[config.mk]
export PLATFORM = sky130hd
export DESIGN_NAME = ppc_top
export DESIGN_NICKNAME = d
export VERILOG_FILES = /design/src/verilog/ppc_top.v
export VERILOG_INCLUDE_DIRS = /design/src /design/src/verilog
export SDC_FILE = /design/constraint.sdc
export NUM_CORES = 1
export LEC_CHECK = 0
export ABC_CLOCK_PERIOD_IN_PS = 5450
export BUFFER_PORTS_ARGS = -buffer_cell sky130_fd_sc_hd__buf_2
export CORE_MARGIN = 3
export CORE_UTILIZATION = 60
export CTS_BUF_LIST = sky130_fd_sc_hd__clkbuf_4
export DETAILED_ROUTE_END_ITERATION = 10
export PLACE_DENSITY = 0.89
export SYNTH_ARGS = -nofsm -noshare
export SYNTH_HDL_FRONTEND = slang
export SYNTH_SLANG_ARGS = --single-unit
[constraint.sdc]
create_clock -name mclk -period 5.45 [get_ports mclk]
set_clock_uncertainty 0.15 [all_clocks]
set_input_delay 0.545 -clock mclk [delete_from_list [all_inputs] [get_ports mclk]]
set_output_delay 0.545 -clock mclk [all_outputs]
set_load 0.02 [all_outputs]
[src/verilog/ppc_regs.vh]
`ifndef PPC_REGS_VH
`define PPC_REGS_VH
// register offsets on the 8-bit address port
`define PPC_P0_INPUT_MODE_ADDR 8'h8F
`define PPC_P2_FUNC_PRI_ADDR 8'hF5
`define PPC_P1_INPUT_MODE_ADDR 8'hF6
`define PPC_PULL_SELECT_ADDR 8'hF7
`define PPC_P0_DIR_ADDR 8'hFD
`define PPC_P1_DIR_ADDR 8'hFE
`define PPC_P2_DIR_PRI_ADDR 8'hFF
// writable bit masks; all other bits ignore writes and read zero
`define PPC_P2_FUNC_PRI_MASK 8'h7F
`define PPC_P1_INPUT_MODE_MASK 8'hFC
`define PPC_PULL_SELECT_MASK 8'h60
`define PPC_P2_DIR_PRI_MASK 8'hDF
`define PPC_FULL_MASK 8'hFF
// reset values
`define PPC_RESET_VAL 8'h00
// field positions in the port 2 select register
`define PPC_PRI_USART_PAIR_BIT 6
`define PPC_PRI_USARTB_T3_BIT 5
`define PPC_PRI_T1_T4_BIT 4
`define PPC_PRI_USARTA_T1_BIT 3
`define PPC_PIN24_SEL_BIT 2
`define PPC_PIN23_SEL_BIT 1
`define PPC_PIN20_SEL_BIT 0
// field positions in the port 2 direction register
`define PPC_P0_PRI_HI 7
`define PPC_P0_PRI_LO 6
`define PPC_P2_DIR_HI 4
// pull select bits (pull-down when set)
`define PPC_PULL_P1_BIT 6
`define PPC_PULL_P0_BIT 5
// port 0 precedence field codes
`define PPC_P0PRI_A_OVER_B 2'h0
`define PPC_P0PRI_B_OVER_A 2'h1
`define PPC_P0PRI_T1_OVER_B 2'h2
`define PPC_P0PRI_T1_OVER_A 2'h3
`endif

[src/verilog/ppc_top.v]
`timescale 1ns/10ps
// Overview of operation
// usart pair on port 1: bit 6 picks
// usart b versus timer 3: bit 5 picks
// timer 1 versus timer 4: bit 4 picks
// usart a versus timer 1: bit 3 picks
// bits 2..0 select peripheral on P2_4/3/0
// port 0/1 direction bits, reset to inputs
// port 2 direction low five bits, reset inputs
// port 0 field 00/01 ranks the usarts
// port 0 field 10/11 ranks timer 1
// port 0 mode: pulled or tristate, reset pulled
// port 1 mode bits 7..2 only, rest zero
// per-port pull-up or pull-down select bit
// unused bits ignore writes, read zero
`include "ppc_regs.vh"
module ppc_top (
	input wire mclk, // system clock, 10 MHz
	input wire rst, // asynchronous reset, active high
	input wire [7:0] addr, // register address
	input wire [7:0] wdata, // register write data
	input wire wr, // write strobe
	input wire rd, // read strobe
	output reg [7:0] rdata, // read data, cycle after rd
	input wire p0_usarta_on, // serial_unit_a mapped onto port 0
	input wire p0_usartb_on, // serial_unit_b mapped onto port 0
	input wire p0_timer1_on, // timer 1 mapped onto port 0
	input wire p1_usarta_on, // serial_unit_a mapped onto port 1
	input wire p1_usartb_on, // serial_unit_b mapped onto port 1
	input wire p1_timer1_on, // timer 1 mapped onto port 1
	input wire p1_timer3_on, // timer 3 mapped onto port 1
	input wire p1_timer4_on, // timer 4 mapped onto port 1
	output reg p0_usarta_grant, // serial_unit_a owns its port 0 pins
	output reg p0_usartb_grant, // serial_unit_b owns its port 0 pins
	output reg p0_timer1_grant, // timer 1 owns its port 0 pins
	output reg p1_usarta_grant, // serial_unit_a owns its port 1 pins
	output reg p1_usartb_grant, // serial_unit_b owns its port 1 pins
	output reg p1_timer1_grant, // timer 1 owns its port 1 pins
	output reg p1_timer3_grant, // timer 3 owns its port 1 pins
	output reg p1_timer4_grant, // timer 4 owns its port 1 pins
	output reg [7:0] port0_oe, // port 0 pin is an output
	output reg [7:0] port1_oe, // port 1 pin is an output
	output reg [4:0] port2_oe, // port 2 pin is an output
	output reg [2:0] port2_periph_sel, // P2_4, P2_3, P2_0 peripheral select
	output reg [7:0] port0_pull_en, // port 0 input pull active
	output reg [7:0] port1_pull_en, // port 1 input pull active
	output reg port0_pull_down, // port 0 pulls down, else up
	output reg port1_pull_down // port 1 pulls down, else up
);

////////////////////////////////////////////////////////////////////////
// registers

reg [7:0] port0_input_mode_r;
reg [7:0] port2_function_select_priority_r;
reg [7:0] port1_input_mode_r;
reg [7:0] port_pull_select_r;
reg [7:0] port0_direction_r;
reg [7:0] port1_direction_r;
reg [7:0] port2_direction_priority_r;

// one decode per register; unmapped addresses hit nothing
wire hit_p0_mode = (addr == `PPC_P0_INPUT_MODE_ADDR);
wire hit_p2_sel = (addr == `PPC_P2_FUNC_PRI_ADDR);
wire hit_p1_mode = (addr == `PPC_P1_INPUT_MODE_ADDR);
wire hit_pull = (addr == `PPC_PULL_SELECT_ADDR);
wire hit_p0_dir = (addr == `PPC_P0_DIR_ADDR);
wire hit_p1_dir = (addr == `PPC_P1_DIR_ADDR);
wire hit_p2_dir = (addr == `PPC_P2_DIR_PRI_ADDR);

// port 0 input mode, every bit writable
always @(posedge mclk or posedge rst) begin
	if (rst) begin
		port0_input_mode_r <= `PPC_RESET_VAL;
	end else if (wr && hit_p0_mode) begin
		port0_input_mode_r <= wdata & `PPC_FULL_MASK;
	end
end

// port 2 select and port 1 precedence; bit 7 stays zero
always @(posedge mclk or posedge rst) begin
	if (rst) begin
		port2_function_select_priority_r <= `PPC_RESET_VAL;
	end else if (wr && hit_p2_sel) begin
		port2_function_select_priority_r <= wdata & `PPC_P2_FUNC_PRI_MASK;
	end
end

// port 1 input mode; the two low pins have no pull, so no mode
always @(posedge mclk or posedge rst) begin
	if (rst) begin
		port1_input_mode_r <= `PPC_RESET_VAL;
	end else if (wr && hit_p1_mode) begin
		port1_input_mode_r <= wdata & `PPC_P1_INPUT_MODE_MASK;
	end
end

// pull direction bits for ports 0 and 1 only
always @(posedge mclk or posedge rst) begin
	if (rst) begin
		port_pull_select_r <= `PPC_RESET_VAL;
	end else if (wr && hit_pull) begin
		port_pull_select_r <= wdata & `PPC_PULL_SELECT_MASK;
	end
end

// port 0 direction, every bit writable
always @(posedge mclk or posedge rst) begin
	if (rst) begin
		port0_direction_r <= `PPC_RESET_VAL;
	end else if (wr && hit_p0_dir) begin
		port0_direction_r <= wdata & `PPC_FULL_MASK;
	end
end

// port 1 direction, every bit writable
always @(posedge mclk or posedge rst) begin
	if (rst) begin
		port1_direction_r <= `PPC_RESET_VAL;
	end else if (wr && hit_p1_dir) begin
		port1_direction_r <= wdata & `PPC_FULL_MASK;
	end
end

// port 2 direction and port 0 precedence; bit 5 stays zero
always @(posedge mclk or posedge rst) begin
	if (rst) begin
		port2_direction_priority_r <= `PPC_RESET_VAL;
	end else if (wr && hit_p2_dir) begin
		port2_direction_priority_r <= wdata & `PPC_P2_DIR_PRI_MASK;
	end
end

////////////////////////////////////////////////////////////////////////
// read path, data one cycle after the strobe, zero otherwise

reg [7:0] rdata_nxt;

always @* begin
	rdata_nxt = 8'h00;
	if (rd) begin
		case (addr)
			`PPC_P0_INPUT_MODE_ADDR: rdata_nxt = port0_input_mode_r;
			`PPC_P2_FUNC_PRI_ADDR: rdata_nxt = port2_function_select_priority_r;
			`PPC_P1_INPUT_MODE_ADDR: rdata_nxt = port1_input_mode_r;
			`PPC_PULL_SELECT_ADDR: rdata_nxt = port_pull_select_r;
			`PPC_P0_DIR_ADDR: rdata_nxt = port0_direction_r;
			`PPC_P1_DIR_ADDR: rdata_nxt = port1_direction_r;
			`PPC_P2_DIR_PRI_ADDR: rdata_nxt = port2_direction_priority_r;
			default: rdata_nxt = 8'h00;
		endcase
	end
end

////////////////////////////////////////////////////////////////////////
// precedence resolution

// port 1 precedence bits of the port 2 select register
wire p1_usart_pair_precedence =
	port2_function_select_priority_r[`PPC_PRI_USART_PAIR_BIT];
wire p1_usartb_timer3_precedence =
	port2_function_select_priority_r[`PPC_PRI_USARTB_T3_BIT];
wire p1_timer1_timer4_precedence =
	port2_function_select_priority_r[`PPC_PRI_T1_T4_BIT];
wire p1_usarta_timer1_precedence =
	port2_function_select_priority_r[`PPC_PRI_USARTA_T1_BIT];

// port 2 pins that may carry a peripheral function
wire pin24_function_sel = port2_function_select_priority_r[`PPC_PIN24_SEL_BIT];
wire pin23_function_sel = port2_function_select_priority_r[`PPC_PIN23_SEL_BIT];
wire pin20_function_sel = port2_function_select_priority_r[`PPC_PIN20_SEL_BIT];

// direction fields, a set bit makes the pin an output
wire [7:0] port0_pin_direction = port0_direction_r;
wire [7:0] port1_pin_direction = port1_direction_r;
wire [4:0] port2_pin_direction = port2_direction_priority_r[`PPC_P2_DIR_HI:0];
wire [1:0] port0_precedence_field =
	port2_direction_priority_r[`PPC_P0_PRI_HI:`PPC_P0_PRI_LO];

// input mode fields, a set bit makes the pin tristate
wire [7:0] port0_input_mode_bits = port0_input_mode_r;
wire [7:0] port1_input_mode_bits = port1_input_mode_r & `PPC_P1_INPUT_MODE_MASK;

// pull direction, one select per port, set pulls down
wire port0_pull_direction = port_pull_select_r[`PPC_PULL_P0_BIT];
wire port1_pull_direction = port_pull_select_r[`PPC_PULL_P1_BIT];

// a pin pulls only while it is an input in pulled mode
wire [7:0] port0_pulled = ~port0_input_mode_bits & ~port0_pin_direction;
wire [7:0] port1_pulled = ~port1_input_mode_bits & ~port1_pin_direction
	& `PPC_P1_INPUT_MODE_MASK;

// port 0 field decoded once
wire p0_code_ab = (port0_precedence_field == `PPC_P0PRI_A_OVER_B);
wire p0_code_ba = (port0_precedence_field == `PPC_P0PRI_B_OVER_A);
wire p0_code_tb = (port0_precedence_field == `PPC_P0PRI_T1_OVER_B);
wire p0_code_ta = (port0_precedence_field == `PPC_P0PRI_T1_OVER_A);

// port 1: high when the first named is mapped and ranks above the second
wire p1_b_over_a = p1_usartb_on & p1_usart_pair_precedence;
wire p1_a_over_b = p1_usarta_on & ~p1_usart_pair_precedence;
wire p1_t3_over_b = p1_timer3_on & p1_usartb_timer3_precedence;
wire p1_b_over_t3 = p1_usartb_on & ~p1_usartb_timer3_precedence;
wire p1_t4_over_t1 = p1_timer4_on & p1_timer1_timer4_precedence;
wire p1_t1_over_t4 = p1_timer1_on & ~p1_timer1_timer4_precedence;
wire p1_t1_over_a = p1_timer1_on & p1_usarta_timer1_precedence;
wire p1_a_over_t1 = p1_usarta_on & ~p1_usarta_timer1_precedence;

// port 0: timer 1 loses to any usart the field does not rank below it
wire p0_b_over_a = p0_usartb_on & p0_code_ba;
wire p0_a_over_b = p0_usarta_on & p0_code_ab;
wire p0_t1_over_b = p0_timer1_on & p0_code_tb;
wire p0_t1_over_a = p0_timer1_on & p0_code_ta;
wire p0_b_over_t1 = p0_usartb_on & ~p0_code_tb;
wire p0_a_over_t1 = p0_usarta_on & ~p0_code_ta;

reg g0a_nxt, g0b_nxt, g0t1_nxt;
reg g1a_nxt, g1b_nxt, g1t1_nxt, g1t3_nxt, g1t4_nxt;

// port 1 grants: mapped and outranked by no present rival
always @* begin
	g1a_nxt = p1_usarta_on & ~p1_b_over_a & ~p1_t1_over_a;
	g1b_nxt = p1_usartb_on & ~p1_a_over_b & ~p1_t3_over_b;
	g1t3_nxt = p1_timer3_on & ~p1_b_over_t3;
	g1t1_nxt = p1_timer1_on & ~p1_t4_over_t1 & ~p1_a_over_t1;
	g1t4_nxt = p1_timer4_on & ~p1_t1_over_t4;
end

// port 0 grants; a usart pair under a timer code is left to software
always @* begin
	g0a_nxt = p0_usarta_on & ~p0_b_over_a & ~p0_t1_over_a;
	g0b_nxt = p0_usartb_on & ~p0_a_over_b & ~p0_t1_over_b;
	g0t1_nxt = p0_timer1_on & ~p0_b_over_t1 & ~p0_a_over_t1;
end

////////////////////////////////////////////////////////////////////////
// registered pin controls

// read data stands for one cycle only
always @(posedge mclk or posedge rst) begin
	if (rst) begin
		rdata <= 8'h00;
	end else begin
		rdata <= rdata_nxt;
	end
end

// port 0 grants, one cycle behind the claims
always @(posedge mclk or posedge rst) begin
	if (rst) begin
		p0_usarta_grant <= 1'b0;
		p0_usartb_grant <= 1'b0;
		p0_timer1_grant <= 1'b0;
	end else begin
		p0_usarta_grant <= g0a_nxt;
		p0_usartb_grant <= g0b_nxt;
		p0_timer1_grant <= g0t1_nxt;
	end
end

// port 1 grants, one cycle behind the claims
always @(posedge mclk or posedge rst) begin
	if (rst) begin
		p1_usarta_grant <= 1'b0;
		p1_usartb_grant <= 1'b0;
		p1_timer1_grant <= 1'b0;
		p1_timer3_grant <= 1'b0;
		p1_timer4_grant <= 1'b0;
	end else begin
		p1_usarta_grant <= g1a_nxt;
		p1_usartb_grant <= g1b_nxt;
		p1_timer1_grant <= g1t1_nxt;
		p1_timer3_grant <= g1t3_nxt;
		p1_timer4_grant <= g1t4_nxt;
	end
end

// registered pin directions
always @(posedge mclk or posedge rst) begin
	if (rst) begin
		port0_oe <= 8'h00;
		port1_oe <= 8'h00;
		port2_oe <= 5'h00;
	end else begin
		port0_oe <= port0_pin_direction;
		port1_oe <= port1_pin_direction;
		port2_oe <= port2_pin_direction;
	end
end

// registered port 2 function select
always @(posedge mclk or posedge rst) begin
	if (rst) begin
		port2_periph_sel <= 3'h0;
	end else begin
		port2_periph_sel <= {pin24_function_sel, pin23_function_sel, pin20_function_sel};
	end
end

// registered pull controls
always @(posedge mclk or posedge rst) begin
	if (rst) begin
		port0_pull_en <= 8'h00;
		port1_pull_en <= 8'h00;
		port0_pull_down <= 1'b0;
		port1_pull_down <= 1'b0;
	end else begin
		port0_pull_en <= port0_pulled;
		port1_pull_en <= port1_pulled;
		port0_pull_down <= port0_pull_direction;
		port1_pull_down <= port1_pull_direction;
	end
end

endmodule

==> run metrics, run 1 <==
status complete, but fails checks; failing checks negative hold slack; Worst-path clk slew ~150 ps; Worst path max stage delay 430 ps; Switching Fraction between 20% and 30%; PortBufs just over 80; Slew Limit Headroom between 50 and 60%; Int Power roughly 940 uW; Tcrit/Tclk final between 30% and 40%; Post-Synth XOR/XNOR Area 0%; Synth Area in Simple Gates about 7.7%; post-synthesis adder-cell area fraction 0%; Post-DRT Antenna Nets 0; largest family of logic cells by synthesized area multiplexers; io pins 86; final worst hold slack -8.271 ps; synth warn 0; postcts setup bufs 0; n_diodes 0; core area 0.006096 mm^2; critical path cell sequence buf_2, nand2_1, nor2_1, nand3_1, mux2_2; Worst EP arrival around 2200 ps; drt drc 0; Slew @ Worst Pin 670.7 ps; family with the most delay on the worst path simple AND/OR/NAND/NOR gates; R2R Path Start port0_direction_r[1]; multiplexer share of the synthesized area between 15 and 20%; Starting DRT DRC Count 150; row cnt 28; Synth Instances 266; Clock Tree Root clkbuf_4; CP Max Fanout 21; Initial Util roughly 63%; Die Area between 0.007 and 0.008 mm^2; vias in the first global route roughly 2500; Crit path required time 5630 ps; Max-Cap Viols 0; # hold bufs at CTS 0; Leak around 0.0023 uW; Num CTS Buffers 9; Total Wirelength between 7 and 8 mm; DR pass1 iterations 4; clock network power share a little over a quarter; Final Worst Setup Slack between 3000 and 4000 ps; Tmin final between 1500 and 2000 ps; Reg power frac between 60% and 70%; CTS tree yes; pin count of the biggest net entering global routing 57; Main synth FF type dfrtp_1; area taken by flip-flops and latches 0.002552 mm^2; vias per cell ~5.7; post-cts sizing count 0; combinational share of power between 10% and 20%; Worst-Skew Late Latency ~430 ps; post-layout net count approximately 380; critical path capture point type flip-flop; Fillers ~420; CTS H-tree lvls 3; RSZ-0062 raised after global routing no; Slew Limit Fails 0; # setup viols final 0; type of element launching the critical path primary input; sequential element share of the synthesized area around two thirds; Multi-input gate area between 0.001 and 0.0015 mm^2; worst min path class primary input to async pin; compound-gate portion of the synthesized area around 7%; Yosys cell types 38; most common cell after layout, fill and taps aside dfrtp_1; FF-to-FF path depth 4; fraction of layout cells with a size suffix above 1 between 40 and 50%; Hold Vio Cnt, Final 8; final global-route overflow total 0; first-pass GRT wire length 12.50 mm; Async S/R FF share, synth 100.0%; Power Density 287.5 mW/mm^2; commonest cells after routing, fill and taps aside 102 x dfrtp_1, 83 x buf_2, 49 x mux2_2; critical path class primary input to flip-flop; fmax between 500 and 600 MHz; r2r setup slk between 3000 and 4000 ps; setup_tns 0 ps; Post-synth EDFFs 0; Area growth syn-to-layout 15.36%; vias between 2000 and 2500; Max IR drop VDD 0.2249 mV; switching power around 350 uW; die width 86.30 um; Reg-to-Reg End rdata[1]; crit path max-delay cell type buf_2; Synth Register Bits 102; initial antenna violation count 0; Crit path depth 5; Post-Syn Area per Cell roughly 15 um^2; HPWL after detailed placement 5.497 mm; Synth Cell Area ~0.0039 mm^2; Die Y ~86 um; CTS max path bufs 2; gr usage total approximately 22%; GPL Wtd Cong 0.8568; # clock sinks 102; worst slack at placement just over 3000 ps; Wirelength per Cell about 18 um; WP buf/inv 1
-- power groups by stage --
stage / sequential [uW] / clock (uW) / combinational (uW)
floorplan: 852 / 0 / 54.6
global placement: 828 / 0 / 128
detailed placement: 830 / 0 / 132
CTS: 815 / 346 / 133
global route: 820 / 380 / 142
finish: 815 / 338 / 130
-- sequential cells by signal, indices dropped and copies added (netlist names), 2 cells and up --
register	flops
port0_direction_r	8
port0_oe	8
port0_pull_en	8
port1_direction_r	8
port1_pull_en	6
port2_function_select_priority_r	7
port1_oe	8
port2_periph_sel	3
rdata	8
port1_input_mode_r	6
port2_oe	5
port0_input_mode_bits	8
port_pull_select_r	2
port2_direction_priority_r	7
-- metrics by stage --
step / instances / total power, uW / hold WS, ps / util [%] / instance area [um^2]
floorplan: 267 / 906.4 / 215.1 / - / 3872
global placement: 418 / 955.9 / 234.1 / 71.31 / 4347
detailed placement: 418 / 961.9 / 237.8 / 71.31 / 4347
CTS: 434 / 1294 / 7.836 / 73.21 / 4463
global route: 434 / 1342 / 19.15 / 73.21 / 4463
finish: 434 / 1283 / -8.271 / 73.21 / 4463
-- layout make-up --
| cell class | count | share of cell area [%] |
|---|---|---|
| flip-flops and latches | 102 | 57.19 |
| multi-input cells | 152 | 28.15 |
| repair buffers | 84 | 9.476 |
| well taps | 75 | 2.103 |
| clock buffers | 9 | 1.514 |
| clock inverters | 7 | 1.093 |
| inverters | 5 | 0.4766 |
-- cell families after synthesis --
| logic type | after synthesis |
|---|---|
| flops | 102 |
| buf+inv | 13 |
| other cells | 1 |
| simple gates | 52 |
| mux | 62 |
| compound gates | 36 |
-- worst max path at each step --
stage,startpoint,slack (ps),to
2_1_floorplan,rst,2080,p0_timer1_grant
3_3_place_gp,addr[3],3120,port2_direction_priority_r[6]
3_5_place_dp,addr[3],3030,port0_direction_r[6]
4_1_cts,addr[3],3510,port0_direction_r[6]
5_1_grt,addr[3],3360,port0_direction_r[6]
6_report,addr[3],3470,port0_direction_r[6]
-- routing by layer --
layer / track usage, % / wire length, um / vias to the layer above / share of wire, %
li1: - / - / 1131 / -
met4: 6.657 / 72 / 0 / 0.93
met2: 36.16 / 3881 / 99 / 50
met5: 0 / 0 / - / 0
met3: 5.228 / 535 / 8 / 6.9
met1: 30.03 / 3272 / 1227 / 42
-- Yosys cell counts, drive strengths merged, types with 2 or more instances --
cell / count / area share, %
mux2: 49 / 14
o32ai: 2 / 0.45
nand2: 10 / 1.2
a21boi: 3 / 0.58
o21ai: 4 / 0.52
mux2i: 13 / 3.4
a22o: 6 / 1.5
nand2b: 3 / 0.49
a21oi: 4 / 0.52
dfrtp: 102 / 66
nor2: 24 / 2.4
a22oi: 4 / 0.78
a32o: 2 / 0.52
buf: 7 / 1.0
o22ai: 5 / 0.81
inv: 5 / 0.49
nand3: 4 / 0.78
a32oi: 2 / 0.45
nor2b: 2 / 0.32
and4b: 2 / 0.52
Note: power is estimated with default switching activity, not from simulation.
==> run 2, diff against run 1 <==
--- a/config.mk
+++ b/config.mk
@@ -6,13 +6,14 @@
 export SDC_FILE = /design/constraint.sdc
 export NUM_CORES = 1
 export LEC_CHECK = 0
-export ABC_CLOCK_PERIOD_IN_PS = 5450
+export ABC_AREA = 1
+export ABC_CLOCK_PERIOD_IN_PS = 2000
 export BUFFER_PORTS_ARGS = -buffer_cell sky130_fd_sc_hd__buf_2
 export CORE_MARGIN = 3
-export CORE_UTILIZATION = 60
+export CORE_UTILIZATION = 56
 export CTS_BUF_LIST = sky130_fd_sc_hd__clkbuf_4
 export DETAILED_ROUTE_END_ITERATION = 10
-export PLACE_DENSITY = 0.89
+export PLACE_DENSITY = 0.84
 export SYNTH_ARGS = -nofsm -noshare
 export SYNTH_HDL_FRONTEND = slang
 export SYNTH_SLANG_ARGS = --single-unit
==> constraint.sdc (replaced) <==
create_clock -name mclk -period 2 [get_ports mclk]
set_clock_uncertainty 0.15 [all_clocks]
set_input_delay 0.2 -clock mclk [delete_from_list [all_inputs] [get_ports mclk]]
set_output_delay 0.2 -clock mclk [all_outputs]
set_load 0.02 [all_outputs]
==> run 2 against run 1 <==
Clock-buffer cell count is the same. The run now ends clean. Sequential power grew to 2.7 times the previous value. Largest power group unchanged. Area after synthesis up 2.4%. Critical endpoint is now p0_usarta_grant. Sequential share of layout area fell by 5.5 points.
==> run metrics, run 2 <==
PortBufs 83 (unchanged); post-cts sizing count 0 (unchanged); hold path start addr[7]; Initial Util 57.99% (was 63.46%); top-area cell type share of the netlist area 64.43% (was 65.98%); Slew @ Worst Pin 611.0 ps (was 670.7 ps); Worst-Skew Late Latency 470 ps (was 430 ps); Num CTS Buffers 9 (unchanged); top post-synthesis cells by area dfrtp_1 64%, nand2_1 9.2%, nand3_1 6.7% (was dfrtp_1 66%, mux2_2 14%, mux2i_1 3.4%); first-pass GRT wire length 16.93 mm (was 12.50 mm); Wirelength per Cell 16.72 um (was 17.88 um); Die Area 0.008119 mm^2 (was 0.007448 mm^2); area taken by flip-flops and latches 0.002552 mm^2 (unchanged); DR pass1 iterations 5 (was 4); drt drc 0 (unchanged); RSZ-0062 raised after global routing no (unchanged); Die Y 90.11 um (was 86.30 um); Async S/R FF share, synth 100.0% (unchanged); FF-to-FF path depth 4 (unchanged); post-synth top area cell dfrtp_1 (unchanged); gr usage total 26.82% (was 22.17%); vias per cell 5.549 (was 5.680); critical path cell sequence inv_1, nor3_1, a311oi_1, dlygate4sd3_1 (was buf_2, nand2_1, nor2_1, nand3_1, mux2_2); critical path class flip-flop to flip-flop (was primary input to flip-flop); family with the most delay on the worst path buffers and inverters (was simple AND/OR/NAND/NOR gates); n_diodes 0 (unchanged); Worst path max stage delay 570 ps (was 430 ps); DP Area 0.004553 mm^2 (was 0.004347 mm^2); Worst EP arrival 1870 ps (was 2160 ps); most common cell after layout, fill and taps aside dfrtp_1 (unchanged); Area growth syn-to-layout 24.64% (was 15.36%); Hold Vio Cnt, Final 0 (was 8); # setup viols final 0 (unchanged); WP buf/inv 2 (was 1); # clock sinks 102 (unchanged); Post-Syn Area per Cell 9.879 um^2 (was 14.54 um^2); post-placement cell count 580 (was 418); io pins 86 (unchanged); sequential element share of the synthesized area 64.43% (was 65.98%); crit path max-delay cell type dlygate4sd3_1 (was buf_2); Starting DRT DRC Count 325 (was 150); Max-Cap Viols 0 (unchanged); Fillers 529 (was 417); synth warn 0 (unchanged); CTS H-tree lvls 3 (unchanged); worst min path class primary input to flip-flop (was primary input to async pin); CTS max path bufs 2 (unchanged); Power Density 776.1 mW/mm^2 (was 287.5 mW/mm^2); setup_tns 0 ps (unchanged); final global-route overflow total 0 (unchanged); Synth Instances 401 (was 266); Leak 0.002617 uW (was 0.002291 uW); vias 3429 (was 2465); core area 0.006832 mm^2 (was 0.006096 mm^2); critical path capture point type flip-flop (unchanged); Tcrit/Tclk final 83.16%; GPL Wtd Cong 0.9261 (was 0.8568); Post-synth top cells 102 x dfrtp_1, 97 x nand2_1, 53 x nand3_1 (was 102 x dfrtp_1, 49 x mux2_2, 23 x nor2_1); CTS tree yes (unchanged); commonest cells after routing, fill and taps aside 102 x dfrtp_1, 97 x nand2_1, 83 x buf_2 (was 102 x dfrtp_1, 83 x buf_2, 49 x mux2_2); Synth Register Bits 102 (unchanged); status completed (was complete, but fails checks); initial antenna violation count 0 (unchanged); fmax 601.3 MHz; Synth Cell Area 0.003961 mm^2 (was 0.003869 mm^2); Yosys cell types 22 (was 38); hold-critical path depth 6; R2R Path Start port2_direction_priority_r[6] (was port0_direction_r[1]); fraction of layout cells with a size suffix above 1 25.29% (was 44.85%); Reg-to-Reg End p0_usarta_grant (was rdata[1]); most numerous cell in the Yosys netlist dfrtp_1 (unchanged); Main synth FF type dfrtp_1 (unchanged); Clock Tree Root clkbuf_4 (unchanged); Multi-input gate area 0.001270 mm^2 (was 0.001256 mm^2); Slew Limit Fails 0 (unchanged); CP Max Fanout 5 (was 21); HPWL after detailed placement 6.914 mm (was 5.497 mm); type of element launching the critical path flip-flop (was primary input); Post-DRT Antenna Nets 0 (unchanged); die width 90.11 um (was 86.30 um); final core occ 72.27% (was 73.21%); Post-Layout Cell Count 618 (was 434); Worst-path clk slew 150 ps (about the same); vias in the first global route 3427 (was 2532); Hold EP port1_input_mode_r[6]; Post-synth EDFFs 0 (unchanged); row cnt 30 (was 28); Max IR drop VDD 0.4790 mV (was 0.2249 mV); r2r setup slk 340 ps (was 3920 ps); post-layout net count 545 (was 382); Total Wirelength 10.33 mm (was 7.762 mm); Tmin final around 1700 ps; Crit path required time 2200 ps (was 5630 ps); design area 0.004937 mm^2 (was 0.004463 mm^2); total power 3832 uW (was 1283 uW); Slew Limit Headroom 59.21% (was 55.29%); pin count of the biggest net entering global routing 46 (was 57)
[run 2: changes by cell type in the layout (fill, tap and decap cells not counted), moves of 22 or more]
cell           before  now
o21ai_0             4   46
nand2_1             9   97
dlygate4sd3_1       0   22
mux2_2             49    0
nand3_1             2   53
[run 2: cell type report]
class / count / share of cell area, %
timing repair buffer: 116 / 15.31
multi-input combinational: 269 / 25.72
tap: 96 / 2.433
clock buffer: 9 / 1.368
inverter: 19 / 1.521
clock inverter: 7 / 1.951
sequential: 102 / 51.70
[run 2: timing repair]
| item | CTS | global route |
|---|---|---|
| setup buffers | 0 | 0 |
| endpoints found under the hold margin | 135 | 0 |
| hold buffers | 22 | 0 |
[run 2: cells by family after synthesis]
family                 count (synthesis)  synth area share, %
AOI/OAI and AO/OA                     61                8.117
buffers and inverters                 31                3.600
DFF                                  102                64.43
other                                  1              0.09467
and+or+nand+nor                      206                23.75
[run 2: worst max path at each step]
stage	from	endpoint	slack, ps	cells past startpoint
4_1_cts	port2_direction_priority_r[6]	p0_usarta_grant	360	4
5_1_grt	port2_direction_priority_r[6]	p0_usarta_grant	200	4
6_report	port2_direction_priority_r[6]	p0_usarta_grant	340	4
3_3_place_gp	addr[1]	port2_function_select_priority_r[4]	320	7
2_1_floorplan	rst	p0_timer1_grant	430	1
3_5_place_dp	addr[1]	port2_function_select_priority_r[4]	290	8
[run 2: worst register-to-register path: stages, from the launching register on]
cell and delay, ps:
dfrtp_1 480, inv_1 110, nor3_1 180, a311oi_1 60
dlygate4sd3_1 570
[run 2: report_power, final]
group          switching (uW)  internal, uW  leakage [uW]
registers                66.5          2170       0.00131
clock network             677           508     0.0000786
logic                     272           141       0.00123
[run 2: per-stage QoR]
step	setup WS [ps]	hold WS [ps]
floorplan	432.4	137.9
global placement	322.9	98.36
detailed placement	286.4	117.9
CTS	355.6	92.45
global route	202.5	170.8
finish	336.9	103.6
[run 2: per-layer routing]
metal | vias up | routed length, um | track usage [%]
met3 | 46 | 1039 | 6.192
li1 | 1544 | - | -
met5 | - | 0 | 0
met1 | 1597 | 3960 | 35.48
met2 | 242 | 4921 | 41.51
met4 | 0 | 409 | 14.29
